--- src/logic/sios_regs.svh ---
// register map, field positions and timing constants for the safety io signalling block
//
// Contract
// four safety outputs exist and each carries one selected function out of four.
// every output drives two redundant pins that always carry the same state.
// an emergency stop output is low while an emergency stop is active and high otherwise.
// a safety stop output asserts on a configured input stop, a configured input emergency stop, an internal safety function or a hardware fault.
// the safety stop output may react to category 1 only, category 2 only, or both.
// the safety stop output is low while a safety stop is active and high otherwise.
// a movement output is low while the robot moves and high at standstill.
// a mode output is high while the reduced parameter set is in effect and low otherwise.
// the block self-tests its configurable safety inputs on its own, with no outside request.
// after restart the outside party holds a safety input high for at least two seconds on first actuation.
// after that first long actuation, actuations shorter than one second are accepted.
// the operator must not use the self-test fault reset to ignore faults arising in operation.
// self-test pulses can be enabled per output, and the receiver must then detect stuck-high and shorts.
// an input configured for safety stop reads low as stop and high as no stop, and only once configured.
// until configuration is loaded after restart, all outputs sit at their active-low safe state.
`ifndef SIOS_REGS_SVH
`define SIOS_REGS_SVH
`define SIOS_OFF_CTRL     12'h000
`define SIOS_OFF_OUTCFG   12'h004
`define SIOS_OFF_INCFG    12'h008
`define SIOS_OFF_PULSE    12'h00C
`define SIOS_OFF_STATE    12'h010
`define SIOS_OFF_STATUS   12'h014
`define SIOS_OFF_CLEAR    12'h018
`define SIOS_OFF_ENABLE   12'h01C
`define SIOS_CTRL_LOADED  0
`define SIOS_CTRL_MOVING  1
`define SIOS_CTRL_REDUCED 2
`define SIOS_CTRL_ESTOP   3
`define SIOS_CTRL_SFUNC   4
`define SIOS_CTRL_HWFAULT 5
`define SIOS_CTRL_TSTCLR  6
`define SIOS_CLK_HZ       40000000
`define SIOS_FIRST_MS     2000
`define SIOS_SHORT_MS     1000
`define SIOS_TEST_US      1000
`define SIOS_PULSE_US     1
`define SIOS_ZERO32       32'h0000_0000
`endif

--- src/logic/sios_pkg.sv ---
// types shared by the safety io signalling block
`default_nettype none
package sios_pkg;
  typedef enum logic [1:0] {
    SIOS_FN_ESTOP   = 2'h0,
    SIOS_FN_SSTOP   = 2'h1,
    SIOS_FN_MOVE    = 2'h2,
    SIOS_FN_REDUCED = 2'h3
  } sios_func_type;
  typedef enum logic [1:0] {
    SIOS_IN_OFF   = 2'h0,
    SIOS_IN_CAT1  = 2'h1,
    SIOS_IN_CAT2  = 2'h2,
    SIOS_IN_ESTOP = 2'h3
  } sios_incfg_type;
  typedef struct packed {
    logic a;
    logic b;
  } sios_pair_type;
  typedef struct packed {
    logic        psel;
    logic        penable;
    logic        pwrite;
    logic [11:0] paddr;
    logic [31:0] pwdata;
  } sios_apb_req_type;
endpackage : sios_pkg
`default_nettype wire

--- src/logic/sios_top.sv ---
// safety output signalling and input self-test with apb registers
//
// Our own choices: the APB interface to the registers and the register offsets.
`include "sios_regs.svh"
`default_nettype none
module sios_top #(
  parameter int unsigned NUM_IO     = 4,
  parameter int unsigned FIRST_CYC  = `SIOS_CLK_HZ / 1000 * `SIOS_FIRST_MS,
  parameter int unsigned SHORT_CYC  = `SIOS_CLK_HZ / 1000 * `SIOS_SHORT_MS,
  parameter int unsigned TEST_CYC   = `SIOS_CLK_HZ / 1000000 * `SIOS_TEST_US,
  parameter int unsigned PULSE_CYC  = `SIOS_CLK_HZ / 1000000 * `SIOS_PULSE_US
) (
  input  wire logic                       clock,
  input  wire logic                       rst,
  input  wire sios_pkg::sios_apb_req_type apb_req,
  output logic [31:0]                     prdata,
  output logic                            pready,
  output logic                            pslverr,
  input  wire sios_pkg::sios_pair_type    safe_in   [NUM_IO],
  output sios_pkg::sios_pair_type         safe_out  [NUM_IO],
  output logic [NUM_IO-1:0]               test_drive_n,
  output logic                            irq
);
  import sios_pkg::*;
  localparam int CW = 32;

  // =====================================================
  // apb slave
  logic [31:0] ctrl_q, outcfg_q, incfg_q, pulse_q, status_q, enable_q;
  wire acc   = apb_req.psel & apb_req.penable;
  wire wr    = acc & apb_req.pwrite;
  wire hit_c = apb_req.paddr == `SIOS_OFF_CTRL;
  wire hit_o = apb_req.paddr == `SIOS_OFF_OUTCFG;
  wire hit_i = apb_req.paddr == `SIOS_OFF_INCFG;
  wire hit_p = apb_req.paddr == `SIOS_OFF_PULSE;
  wire hit_s = apb_req.paddr == `SIOS_OFF_STATE;
  wire hit_t = apb_req.paddr == `SIOS_OFF_STATUS;
  wire hit_k = apb_req.paddr == `SIOS_OFF_CLEAR;
  wire hit_e = apb_req.paddr == `SIOS_OFF_ENABLE;
  wire hit   = hit_c | hit_o | hit_i | hit_p | hit_s | hit_t | hit_k | hit_e;
  logic [31:0] state_w;
  wire  [31:0] rd_w = hit_c ? ctrl_q : hit_o ? outcfg_q : hit_i ? incfg_q : hit_p ? pulse_q :
                      hit_s ? state_w : hit_t ? status_q : hit_e ? enable_q : `SIOS_ZERO32;
  assign pready  = 1'b1;
  assign pslverr = acc & ~hit;
  always_ff @(posedge clock or posedge rst) begin
    if (rst) begin
      prdata <= `SIOS_ZERO32;
    end else if (apb_req.psel & ~apb_req.penable & ~apb_req.pwrite) begin
      prdata <= rd_w;
    end
  end
  always_ff @(posedge clock or posedge rst) begin
    if (rst) begin
      ctrl_q   <= `SIOS_ZERO32;
      outcfg_q <= `SIOS_ZERO32;
      incfg_q  <= `SIOS_ZERO32;
      pulse_q  <= `SIOS_ZERO32;
      enable_q <= `SIOS_ZERO32;
    end else if (wr) begin
      if (hit_c) ctrl_q <= apb_req.pwdata;
      if (hit_o) outcfg_q <= apb_req.pwdata;
      if (hit_i) incfg_q <= apb_req.pwdata;
      if (hit_p) pulse_q <= apb_req.pwdata;
      if (hit_e) enable_q <= apb_req.pwdata;
    end
  end
  wire loaded  = ctrl_q[`SIOS_CTRL_LOADED];
  wire moving  = ctrl_q[`SIOS_CTRL_MOVING];
  wire reduced = ctrl_q[`SIOS_CTRL_REDUCED];
  wire estop   = ctrl_q[`SIOS_CTRL_ESTOP];
  wire sfunc   = ctrl_q[`SIOS_CTRL_SFUNC];
  wire hwfault = ctrl_q[`SIOS_CTRL_HWFAULT];
  wire tst_clr = wr & hit_c & apb_req.pwdata[`SIOS_CTRL_TSTCLR];

  // =====================================================
  // input synchronisers and decode
  logic [NUM_IO-1:0] sa1_q, sa2_q, sb1_q, sb2_q, lvl_q, armed_q, fault_q, stop_q;
  logic [NUM_IO-1:0] cat1_w, cat2_w, ein_w;
  logic [CW-1:0]     hi_cnt_q [NUM_IO];
  logic [CW-1:0]     tst_cnt_q;
  logic              tst_on;
  logic [NUM_IO-1:0] tst_evt;

  function automatic sios_incfg_type in_mode(input logic [31:0] cfg, input int i);
    return sios_incfg_type'(cfg[2*i +: 2]);
  endfunction : in_mode

  // internal periodic test window, no outside request needed
  always_ff @(posedge clock or posedge rst) begin
    if (rst) begin
      tst_cnt_q <= '0;
    end else if (tst_cnt_q >= CW'(TEST_CYC - 1)) begin
      tst_cnt_q <= '0;
    end else begin
      tst_cnt_q <= tst_cnt_q + 1'b1;
    end
  end
  assign tst_on = tst_cnt_q < CW'(PULSE_CYC);
  // synchroniser lag: the pull-down still shows for two cycles after the window
  wire tst_blank = tst_cnt_q < CW'(PULSE_CYC + 2);

  genvar g;
  generate
    for (g = 0; g < NUM_IO; g++) begin : g_in
      wire cfg_stop = in_mode(incfg_q, g) == SIOS_IN_CAT1 || in_mode(incfg_q, g) == SIOS_IN_CAT2;
      wire cfg_any  = in_mode(incfg_q, g) != SIOS_IN_OFF;
      wire level    = sa2_q[g] & sb2_q[g];
      // a pin that stays high while the test drive pulls it low is stuck
      wire stuck    = tst_on & cfg_any & (sa2_q[g] | sb2_q[g]) & (tst_cnt_q == CW'(PULSE_CYC - 1));
      wire mism     = ~tst_blank & cfg_any & (sa2_q[g] ^ sb2_q[g]);
      assign tst_evt[g] = stuck | mism;
      always_ff @(posedge clock or posedge rst) begin
        if (rst) begin
          sa1_q[g] <= 1'b1;
          sa2_q[g] <= 1'b1;
          sb1_q[g] <= 1'b1;
          sb2_q[g] <= 1'b1;
        end else begin
          sa1_q[g] <= safe_in[g].a;
          sa2_q[g] <= sa1_q[g];
          sb1_q[g] <= safe_in[g].b;
          sb2_q[g] <= sb1_q[g];
        end
      end
      // first actuation after restart must be a long high; shorter ones later
      always_ff @(posedge clock or posedge rst) begin
        if (rst) begin
          hi_cnt_q[g] <= '0;
          armed_q[g]  <= 1'b0;
          lvl_q[g]    <= 1'b0;
          fault_q[g]  <= 1'b0;
        end else begin
          if (!tst_blank) lvl_q[g] <= level;
          if (!tst_blank && level && hi_cnt_q[g] < CW'(FIRST_CYC)) hi_cnt_q[g] <= hi_cnt_q[g] + 1'b1;
          else if (!tst_blank && !level) hi_cnt_q[g] <= '0;
          if (hi_cnt_q[g] >= CW'(FIRST_CYC - 1) && level) armed_q[g] <= 1'b1;
          if (tst_evt[g]) fault_q[g] <= 1'b1;
          else if (tst_clr) fault_q[g] <= 1'b0;
        end
      end

      // low means stop; unconfigured or unarmed inputs are ignored, faults stop
      assign stop_q[g] = cfg_any & ((armed_q[g] & ~lvl_q[g]) | fault_q[g]);
      assign cat1_w[g] = stop_q[g] & cfg_stop & in_mode(incfg_q, g) == SIOS_IN_CAT1;
      assign cat2_w[g] = stop_q[g] & cfg_stop & in_mode(incfg_q, g) == SIOS_IN_CAT2;
      assign ein_w[g]  = stop_q[g] & in_mode(incfg_q, g) == SIOS_IN_ESTOP;
    end
  endgenerate
  assign test_drive_n = {NUM_IO{~tst_on}};

  // =====================================================
  // output function selection
  logic [NUM_IO-1:0] out_q, act_w;
  generate
    for (g = 0; g < NUM_IO; g++) begin : g_out
      wire [1:0] cats   = pulse_q[8 + 2*g +: 2];
      wire       c1sel  = cats == 2'h0 | cats[0];
      wire       c2sel  = cats == 2'h0 | cats[1];
      wire       sstop  = (c1sel & |cat1_w) | (c2sel & |cat2_w) | |ein_w | sfunc | hwfault;
      wire       pulse  = pulse_q[g] & tst_on & out_q[g];
      always_comb begin
        unique case (sios_func_type'(outcfg_q[2*g +: 2]))
          SIOS_FN_ESTOP:   act_w[g] = ~estop;
          SIOS_FN_SSTOP:   act_w[g] = ~sstop;
          SIOS_FN_MOVE:    act_w[g] = ~moving;
          SIOS_FN_REDUCED: act_w[g] = reduced;
        endcase
      end
      always_ff @(posedge clock or posedge rst) begin
        if (rst) out_q[g] <= 1'b0;
        else out_q[g] <= loaded & act_w[g];
      end
      // optional low test pulse; receiver must catch stuck-high and shorts
      assign safe_out[g].a = out_q[g] & ~pulse;
      assign safe_out[g].b = out_q[g] & ~pulse;

    end
  endgenerate

  // =====================================================
  // status and interrupt
  wire [31:0] evt_w  = {{(32-2*NUM_IO-1){1'b0}}, |cat1_w | |cat2_w, ein_w, tst_evt};
  wire [31:0] clr_w  = (wr & hit_k) ? apb_req.pwdata : `SIOS_ZERO32;
  always_ff @(posedge clock or posedge rst) begin
    if (rst) status_q <= `SIOS_ZERO32;
    else status_q <= evt_w | (status_q & ~clr_w); // set wins over clear
  end
  assign irq     = |(status_q & enable_q);
  assign state_w = {{(32-3*NUM_IO){1'b0}}, armed_q, fault_q, out_q};
endmodule : sios_top
`default_nettype wire

--- config.mk ---
export PLATFORM = sky130hd
export DESIGN_NAME = sios_top
export DESIGN_NICKNAME = d
export VERILOG_FILES = /design/src/logic/sios_pkg.sv /design/src/logic/sios_top.sv
export VERILOG_INCLUDE_DIRS = /design/src /design/src/logic
export SDC_FILE = /design/constraint.sdc
export NUM_CORES = 1
export LEC_CHECK = 0
export BUFFER_PORTS_ARGS = -buffer_cell sky130_fd_sc_hd__buf_2
export CORE_ASPECT_RATIO = 0.6
export CORE_MARGIN = 4
export CORE_UTILIZATION = 50
export DETAILED_ROUTE_END_ITERATION = 16
export GPL_TIMING_DRIVEN = 1
export HOLD_SLACK_MARGIN = 0.03
export PLACE_DENSITY = 0.67
export SYNTH_ARGS = -nofsm -noshare
export SYNTH_HDL_FRONTEND = slang
export SYNTH_SLANG_ARGS = --single-unit
--- constraint.sdc ---
create_clock -name clock -period 17.8 [get_ports clock]
set_clock_uncertainty 0.15 [all_clocks]
set_input_delay 0.89 -clock clock [delete_from_list [all_inputs] [get_ports clock]]
set_output_delay 0.89 -clock clock [all_outputs]
set_load 0.01 [all_outputs]
== Word-level counts from Yosys, hierarchy flattened ==
Cells that the tools add are included.

* Logic and storage cells: 324
* Output and inout port bits: 47
* Bits in registers: 416

* Reductions and logical operators: 55
* Muxes and demuxes: 26
* Bitwise gates (word level): 151
* $lt $le $gt $ge: 11
* Equal/unequal tests: 32
* Add/subtract/negate cells: 5

{| class="wikitable"
|+ Operators with widths
! operator !! number
|-
| $mux W32 || 17
|-
| $add A32 B1 Y32 const B || 5
|-
| $ge A32 B27 Y1 const B || 4
|-
| $lt A32 B27 Y1 const B || 4
|-
| $and A1 B1 Y1 || 80
|-
| $and A32 B32 Y32 || 2
|-
| $lt A32 B6 Y1 const B || 2
|-
| $eq A12 B5 Y1 const B || 4
|-
| $or A1 B1 Y1 || 44
|-
| $eq A2 B2 Y1 const B || 16
|-
| $eq A32 B6 Y1 const B || 1
|-
| $ge A32 B16 Y1 const B || 1
|-
| $not A32 Y32 || 1
|-
| $or A9 B32 Y32 || 1
|-
| $reduce_or A32 Y1 || 1
|-
| $eq A12 B4 Y1 const B || 2
|-
| $reduce_bool A2 Y1 || 12
|-
| $not A1 Y1 || 19
|-
| $eq A2 B1 Y1 const B || 8
|-
| $logic_and A1 B1 Y1 || 16
|-
| $logic_not A2 Y1 || 8
|-
| $pmux W1 S4 || 4
|-
| $eq A12 B3 Y1 const B || 1
|-
| $logic_not A12 Y1 || 1
|-
| other kinds (6) || 26
|}

== Depth between registers and ports, before layout ==
* Word-level depth: 15
* Gate-level depth with buffers: 9
* Gate-level depth less buffers: 7

== Worst setup path before layout ==
No wires, ideal clock.

* Path kind: input to output
* Start: input apb_req[39] in the netlist's numbering
* End: output pslverr
* Arrival: 2.071 ns
* Cell stages on the path: 5
* Slack: 14.689 ns
* Buffers on the path: 2
* Cell sequence: nor4_1 -> nand3_1 -> clkbuf_1 -> clkbuf_1 -> and3_1

* Word-level cells in the longest chain between the ends: 10
* Elaborated cells on any way between the ends: 17
* Those cells by class: eq/ne (7); bitwise (9); reduce/logical (1)

{| class="wikitable"
|+ Ends and longest elaborated chain
! item !! line !! RTL
|-
| start, declared || sios_top.sv:15 || <nowiki>input wire sios_pkg::sios_apb_req_type apb_req,</nowiki>
|-
| $eq A12 B3 Y1 (no line) or $logic_not A12 Y1 (tied branches) || -- ||
|-
| $or A1 B1 Y1 (6 in a row) || sios_top.sv:40 || <nowiki>wire hit = hit_c | hit_o | hit_i | hit_p | hit_s | hit_t | hit_k | hit_e;</nowiki>
|-
| $or A1 B1 Y1 * || sios_top.sv:40 ||
|-
| $not A1 Y1 * || sios_top.sv:45 || <nowiki>assign pslverr = acc & ~hit;</nowiki>
|-
| $and A1 B1 Y1 * || sios_top.sv:45 ||
|-
| end, declared || sios_top.sv:18 || <nowiki>output logic pslverr,</nowiki>
|}

Every way passes the cells marked *; elsewhere a longest branch is shown, timed or not.

==> flow_summary.html <==
<table>
<tr><th>Metric</th><th>Value</th></tr>
<tr><th colspan="2">Run status</th></tr>
<tr><td>Status</td><td>completed</td></tr>
<tr><th colspan="2">Global routing</th></tr>
<tr><td>Number of global-route vias before repair</td><td>15100</td></tr>
<tr><td>Antenna violations before repair</td><td>1</td></tr>
<tr><td>Overflow left after global routing</td><td>0</td></tr>
<tr><td>Total routing usage reported by global routing</td><td>24.90%</td></tr>
<tr><td>Maximum number of pins on one net before global-route repair</td><td>114</td></tr>
<tr><td>Global-route wire length before repair</td><td>86960 µm</td></tr>
<tr><th colspan="2">Setup path</th></tr>
<tr><td>Critical Setup Path Class</td><td>input pin to asynchronous set/reset pin</td></tr>
<tr><td>Critical Path RT</td><td>18.16 ns</td></tr>
<tr><td>Endpoint type of the worst setup path</td><td>asynchronous set/reset pin</td></tr>
<tr><td>Startpoint class of the critical path</td><td>input pin</td></tr>
<tr><td>Maximum fanout along the worst path</td><td>113</td></tr>
<tr><td>CP Data Arrival Time</td><td>about 4.5 ns</td></tr>
<tr><th colspan="2">Clocking</th></tr>
<tr><td>Buffer depth of the longest clock path</td><td>3</td></tr>
<tr><td>Number of buffers added by the clock tree synthesis step</td><td>40</td></tr>
<tr><td>CTS tree</td><td>yes</td></tr>
<tr><td>Cts repair resizes</td><td>0</td></tr>
<tr><td>CTS hold repair buffers</td><td>0</td></tr>
<tr><td>H-Tree Level Count</td><td>2</td></tr>
<tr><td>Clk pin slew, worst setup/hold paths</td><td>roughly 0.07 ns</td></tr>
<tr><td>Clock latency on the worst-skew pair</td><td>0.55 ns</td></tr>
<tr><td>Post-CTS Setup Repair Bufs</td><td>0</td></tr>
<tr><td>Master cell of the clock root buffer</td><td>clkbuf_16</td></tr>
<tr><td>Clk sinks</td><td>416</td></tr>
<tr><th colspan="2">Timing</th></tr>
<tr><td>Final hold vios</td><td>0</td></tr>
<tr><td>Number of max-slew violations in the final report</td><td>0</td></tr>
<tr><td>Normalized max-slew margin</td><td>approximately 16%</td></tr>
<tr><td>Maximum operating frequency</td><td>244.9 MHz</td></tr>
<tr><td>Unrepaired setup endpoints after global routing</td><td>false</td></tr>
<tr><td>Final setup violation count</td><td>0</td></tr>
<tr><td>Portion of the clock cycle consumed by the worst path in the final layout</td><td>22.94%</td></tr>
<tr><td>Final hold slack</td><td>0.2042 ns</td></tr>
<tr><td>Setup total negative slack</td><td>0 ns</td></tr>
<tr><td>Worst slew pin tran</td><td>around 1.2 ns</td></tr>
<tr><td>Shortest clock period the worst path allows after layout</td><td>approximately 4 ns</td></tr>
<tr><th colspan="2">Floorplanning</th></tr>
<tr><td>Starting Density</td><td>51.21%</td></tr>
<tr><td>X dimension of the die</td><td>roughly 270 µm</td></tr>
<tr><td>Y dimension of the die</td><td>approximately 160 µm</td></tr>
<tr><td>DIE AREA</td><td>between 40000 and 50000 µm²</td></tr>
<tr><td>Top Ports</td><td>roughly 100</td></tr>
<tr><td>Core area</td><td>39450 µm²</td></tr>
<tr><td>Number of cell rows</td><td>between 50 and 60</td></tr>
<tr><th colspan="2">Finish</th></tr>
<tr><td>Fraction of layout instances using a drive strength above 1</td><td>around a fifth</td></tr>
<tr><td>Area occupied by multi-input gates</td><td>9168 µm²</td></tr>
<tr><td>Relative area change from synthesis to final layout</td><td>12.00%</td></tr>
<tr><td>Fill cells</td><td>about 3400</td></tr>
<tr><td>Number of inserted diodes</td><td>0</td></tr>
<tr><td>FF+latch area</td><td>10430 µm²</td></tr>
<tr><td>Final net count</td><td>roughly 2100</td></tr>
<tr><th colspan="2">Yosys</th></tr>
<tr><td>Main combinational cell family by area after synthesis</td><td>simple AND/OR/NAND/NOR gates</td></tr>
<tr><td>Cell count after synthesis</td><td>1946</td></tr>
<tr><td>Most frequently used flop master after synthesis</td><td>dfrtp_1</td></tr>
<tr><td>Simple-Gate Fraction of Synth Area</td><td>16.08%</td></tr>
<tr><td>Count of yosys warnings during synthesis</td><td>0</td></tr>
<tr><td>Ys async rst share</td><td>100.0%</td></tr>
<tr><td>Compound-gate portion of the synthesized area</td><td>15.58%</td></tr>
<tr><td>Xor and xnor area share after synthesis</td><td>less than 1%</td></tr>
<tr><td>Number of unique standard cell types used by synthesis</td><td>75</td></tr>
<tr><td>Average footprint of a synthesized cell</td><td>just over 10 µm²</td></tr>
<tr><td>Post-synthesis share of cell area spent on full adders, half adders and majority gates</td><td>1.796%</td></tr>
<tr><td>Share of cell area taken by muxes after synthesis</td><td>between 10% and 20%</td></tr>
<tr><td>Number of register bits inferred by synthesis</td><td>416</td></tr>
<tr><td>Fraction of the yosys area taken by sequential cells</td><td>51.63%</td></tr>
<tr><td>Count of flip-flops with a built-in enable after synthesis</td><td>0</td></tr>
<tr><td>Synthesized cell area</td><td>~20000 µm²</td></tr>
<tr><th colspan="2">Hold path</th></tr>
<tr><td>Path category of the worst min-delay check</td><td>flop to flop</td></tr>
<tr><th colspan="2">Power</th></tr>
<tr><td>Power density over the cells</td><td>88.23 nW/µm²</td></tr>
<tr><td>Worst-case vdd ir drop</td><td>62.73 µV</td></tr>
<tr><td>Reported leakage power</td><td>10.30 nW</td></tr>
<tr><th colspan="2">Flow run</th></tr>
<tr><td>Max-cap check violation count</td><td>0</td></tr>
<tr><th colspan="2">Drt</th></tr>
<tr><td>Drt first-iter violations</td><td>1491</td></tr>
<tr><td>Post-detailed-routing wire length</td><td>around 55000 µm</td></tr>
<tr><td>Drt via density</td><td>6.221</td></tr>
<tr><td>DRC violation count after routing</td><td>0</td></tr>
<tr><td>Total number of vias</td><td>16026</td></tr>
<tr><td>Iteration count of the initial detailed-routing pass</td><td>6</td></tr>
<tr><td>DRT antenna net count</td><td>0</td></tr>
<tr><td>Wire length per cell after detailed routing</td><td>approximately 21 µm</td></tr>
<tr><th colspan="2">Place</th></tr>
<tr><td>Routability-driven placement congestion ratio</td><td>between 0.9 and 1</td></tr>
<tr><td>DP HPWL</td><td>37430 µm</td></tr>
<tr><td>Port bufs</td><td>102</td></tr>
</table>
layout by cell type (no fill, tap or decap), types with 13 or more instances in the layout:
cell,Yosys,layout
conb_1,2,17
and2_1,29,29
ha_1,29,29
mux2_2,177,177
a221oi_1,30,30
nand2_1,161,160
a21o_1,25,25
dfstp_2,16,16
nand3_1,93,92
nor4_1,29,28
a21boi_0,28,28
o21ai_0,126,124
clkbuf_16,0,41
a22oi_1,14,14
buf_4,8,22
a22o_1,21,21
nor2_1,98,96
and3_1,32,32
or4_1,13,13
nor3_1,41,39
a21oi_1,122,122
nand2b_1,15,15
or3_1,55,55
buf_2,21,102
inv_1,68,67
dfrtp_1,400,400
nand4_1,35,35
Yosys cell counts (5+ instances only):
cell type	number	share of area (%)
xnor2_1	10	0.43
a211oi_1	11	0.41
nand2b_1	15	0.46
a221oi_1	30	1.3
o31ai_1	10	0.37
a21o_1	25	0.93
xor2_1	11	0.48
o311ai_0	6	0.26
dfrtp_1	400	50
nand3_1	93	2.3
a211o_1	12	0.52
or4_1	13	0.48
or3_1	55	1.7
buf_4	8	0.30
a2bb2oi_1	5	0.22
or2_2	7	0.22
a22oi_1	14	0.52
a22o_1	21	0.91
mux2i_1	12	0.59
o21ai_0	126	3.1
a31oi_1	10	0.31
a21oi_1	122	3.0
and3_1	32	0.99
a311oi_1	6	0.26
and2_1	29	0.90
and4_1	11	0.48
mux2_2	177	9.9
inv_1	68	1.3
ha_1	29	1.8
buf_2	21	0.52
nand4_1	35	1.1
o211ai_1	8	0.30
nor4_1	29	0.90
o41ai_1	10	0.43
a21boi_0	28	1.0
nor3_1	41	1.0
buf_1	13	0.24
dfstp_2	16	2.1
clkbuf_1	63	1.2
nor2_1	98	1.8
nand2_1	161	3.0
kinds of logic (layout without fill, tap and decap cells):
family,after synthesis,in the layout
adder cells (fa/ha/maj),29,29
buffers and inverters,174,267
other,2,17
AO/OA/AOI/OAI,480,480
flip-flops,416,416
AND/OR/NAND/NOR,635,635
multiplexers,189,189
XOR/XNOR,21,21
layout make-up:
| type | instances | area share, % |
|---|---|---|
| clock buffers | 54 | 5.148 |
| clock inverters | 20 | 1.189 |
| inverters | 69 | 1.178 |
| multi-input cells | 1371 | 40.52 |
| flip-flops and latches | 416 | 46.10 |
| well taps | 522 | 2.887 |
| repair buffers | 124 | 2.986 |
flip-flops by register name, summed over array words and instances, names as in the netlist:
register   flops
sa2_q          4
status_q      32
prdata        32
outcfg_q      32
hi_cnt_q     128
lvl_q          4
enable_q      32
armed_q        4
fault_q        4
ctrl_q        32
tst_cnt_q     32
incfg_q       32
sb2_q          4
pulse_q       32
out_q          4
sb1_q          4
sa1_q          4
worst paths after layout:
kind | from | endpoint | slack (ns) | cells after the start
setup / recovery | rst | hi_cnt_q[82]$_DFFE_PP0P_ | 13.72 | 5
hold / removal | sb1_q[2]$_DFF_PP1_ | sb2_q[2]$_DFF_PP1_ | 0.20 | 0
setup reg to reg | hi_cnt_q[51]$_DFFE_PP0P_ | hi_cnt_q[44]$_DFFE_PP0P_ | 14.56 | 6
hold reg to reg | sb1_q[2]$_DFF_PP1_ | sb2_q[2]$_DFF_PP1_ | 0.20 | 0
max in group clock | apb_req[39] | pulse_q[19]$_DFFE_PP0P_ | 13.75 | 8
min in group asynchronous | rst | prdata[25]$_DFFE_PP0P_ | 0.36 | 2
metal layers:
layer | up-vias | GRT usage, % | routed length [µm]
met1 | 8018 | 40.45 | 27020
li1 | 7256 | - | -
met5 | - | 0 | 0
met4 | 0 | 4.629 | 805
met2 | 676 | 33.74 | 22100
met3 | 76 | 6.004 | 4985
critical path: stages:
cell and delay [ns]:
buf_2 0.13, inv_8 0.54, buf_4 0.97, buf_4 0.83, buf_4 0.90
per-stage QoR:
step                std cells  setup WS [ns]  total power, mW  instance area [µm²]  util, %
detailed placement       2502          12.93            1.081                21190    53.72
global route             2576          13.03            2.065                22630    57.36
CTS                      2576          13.52            2.013                22630    57.36
floorplan                1961          5.208            1.038                20260        -
finish                   2576          13.72            1.996                22630    57.36
global placement         2502          13.03            1.079                21190    53.72
where the power goes:
group / leakage [nW] / switching, mW / internal, mW / total [mW]
sequential: 5.54 / 0.00748 / 0.960 / 0.967
combinational: 4.05 / 0.0697 / 0.0268 / 0.0965
clock: 0.705 / 0.383 / 0.550 / 0.932
Note: power is estimated with default switching activity, not from simulation.
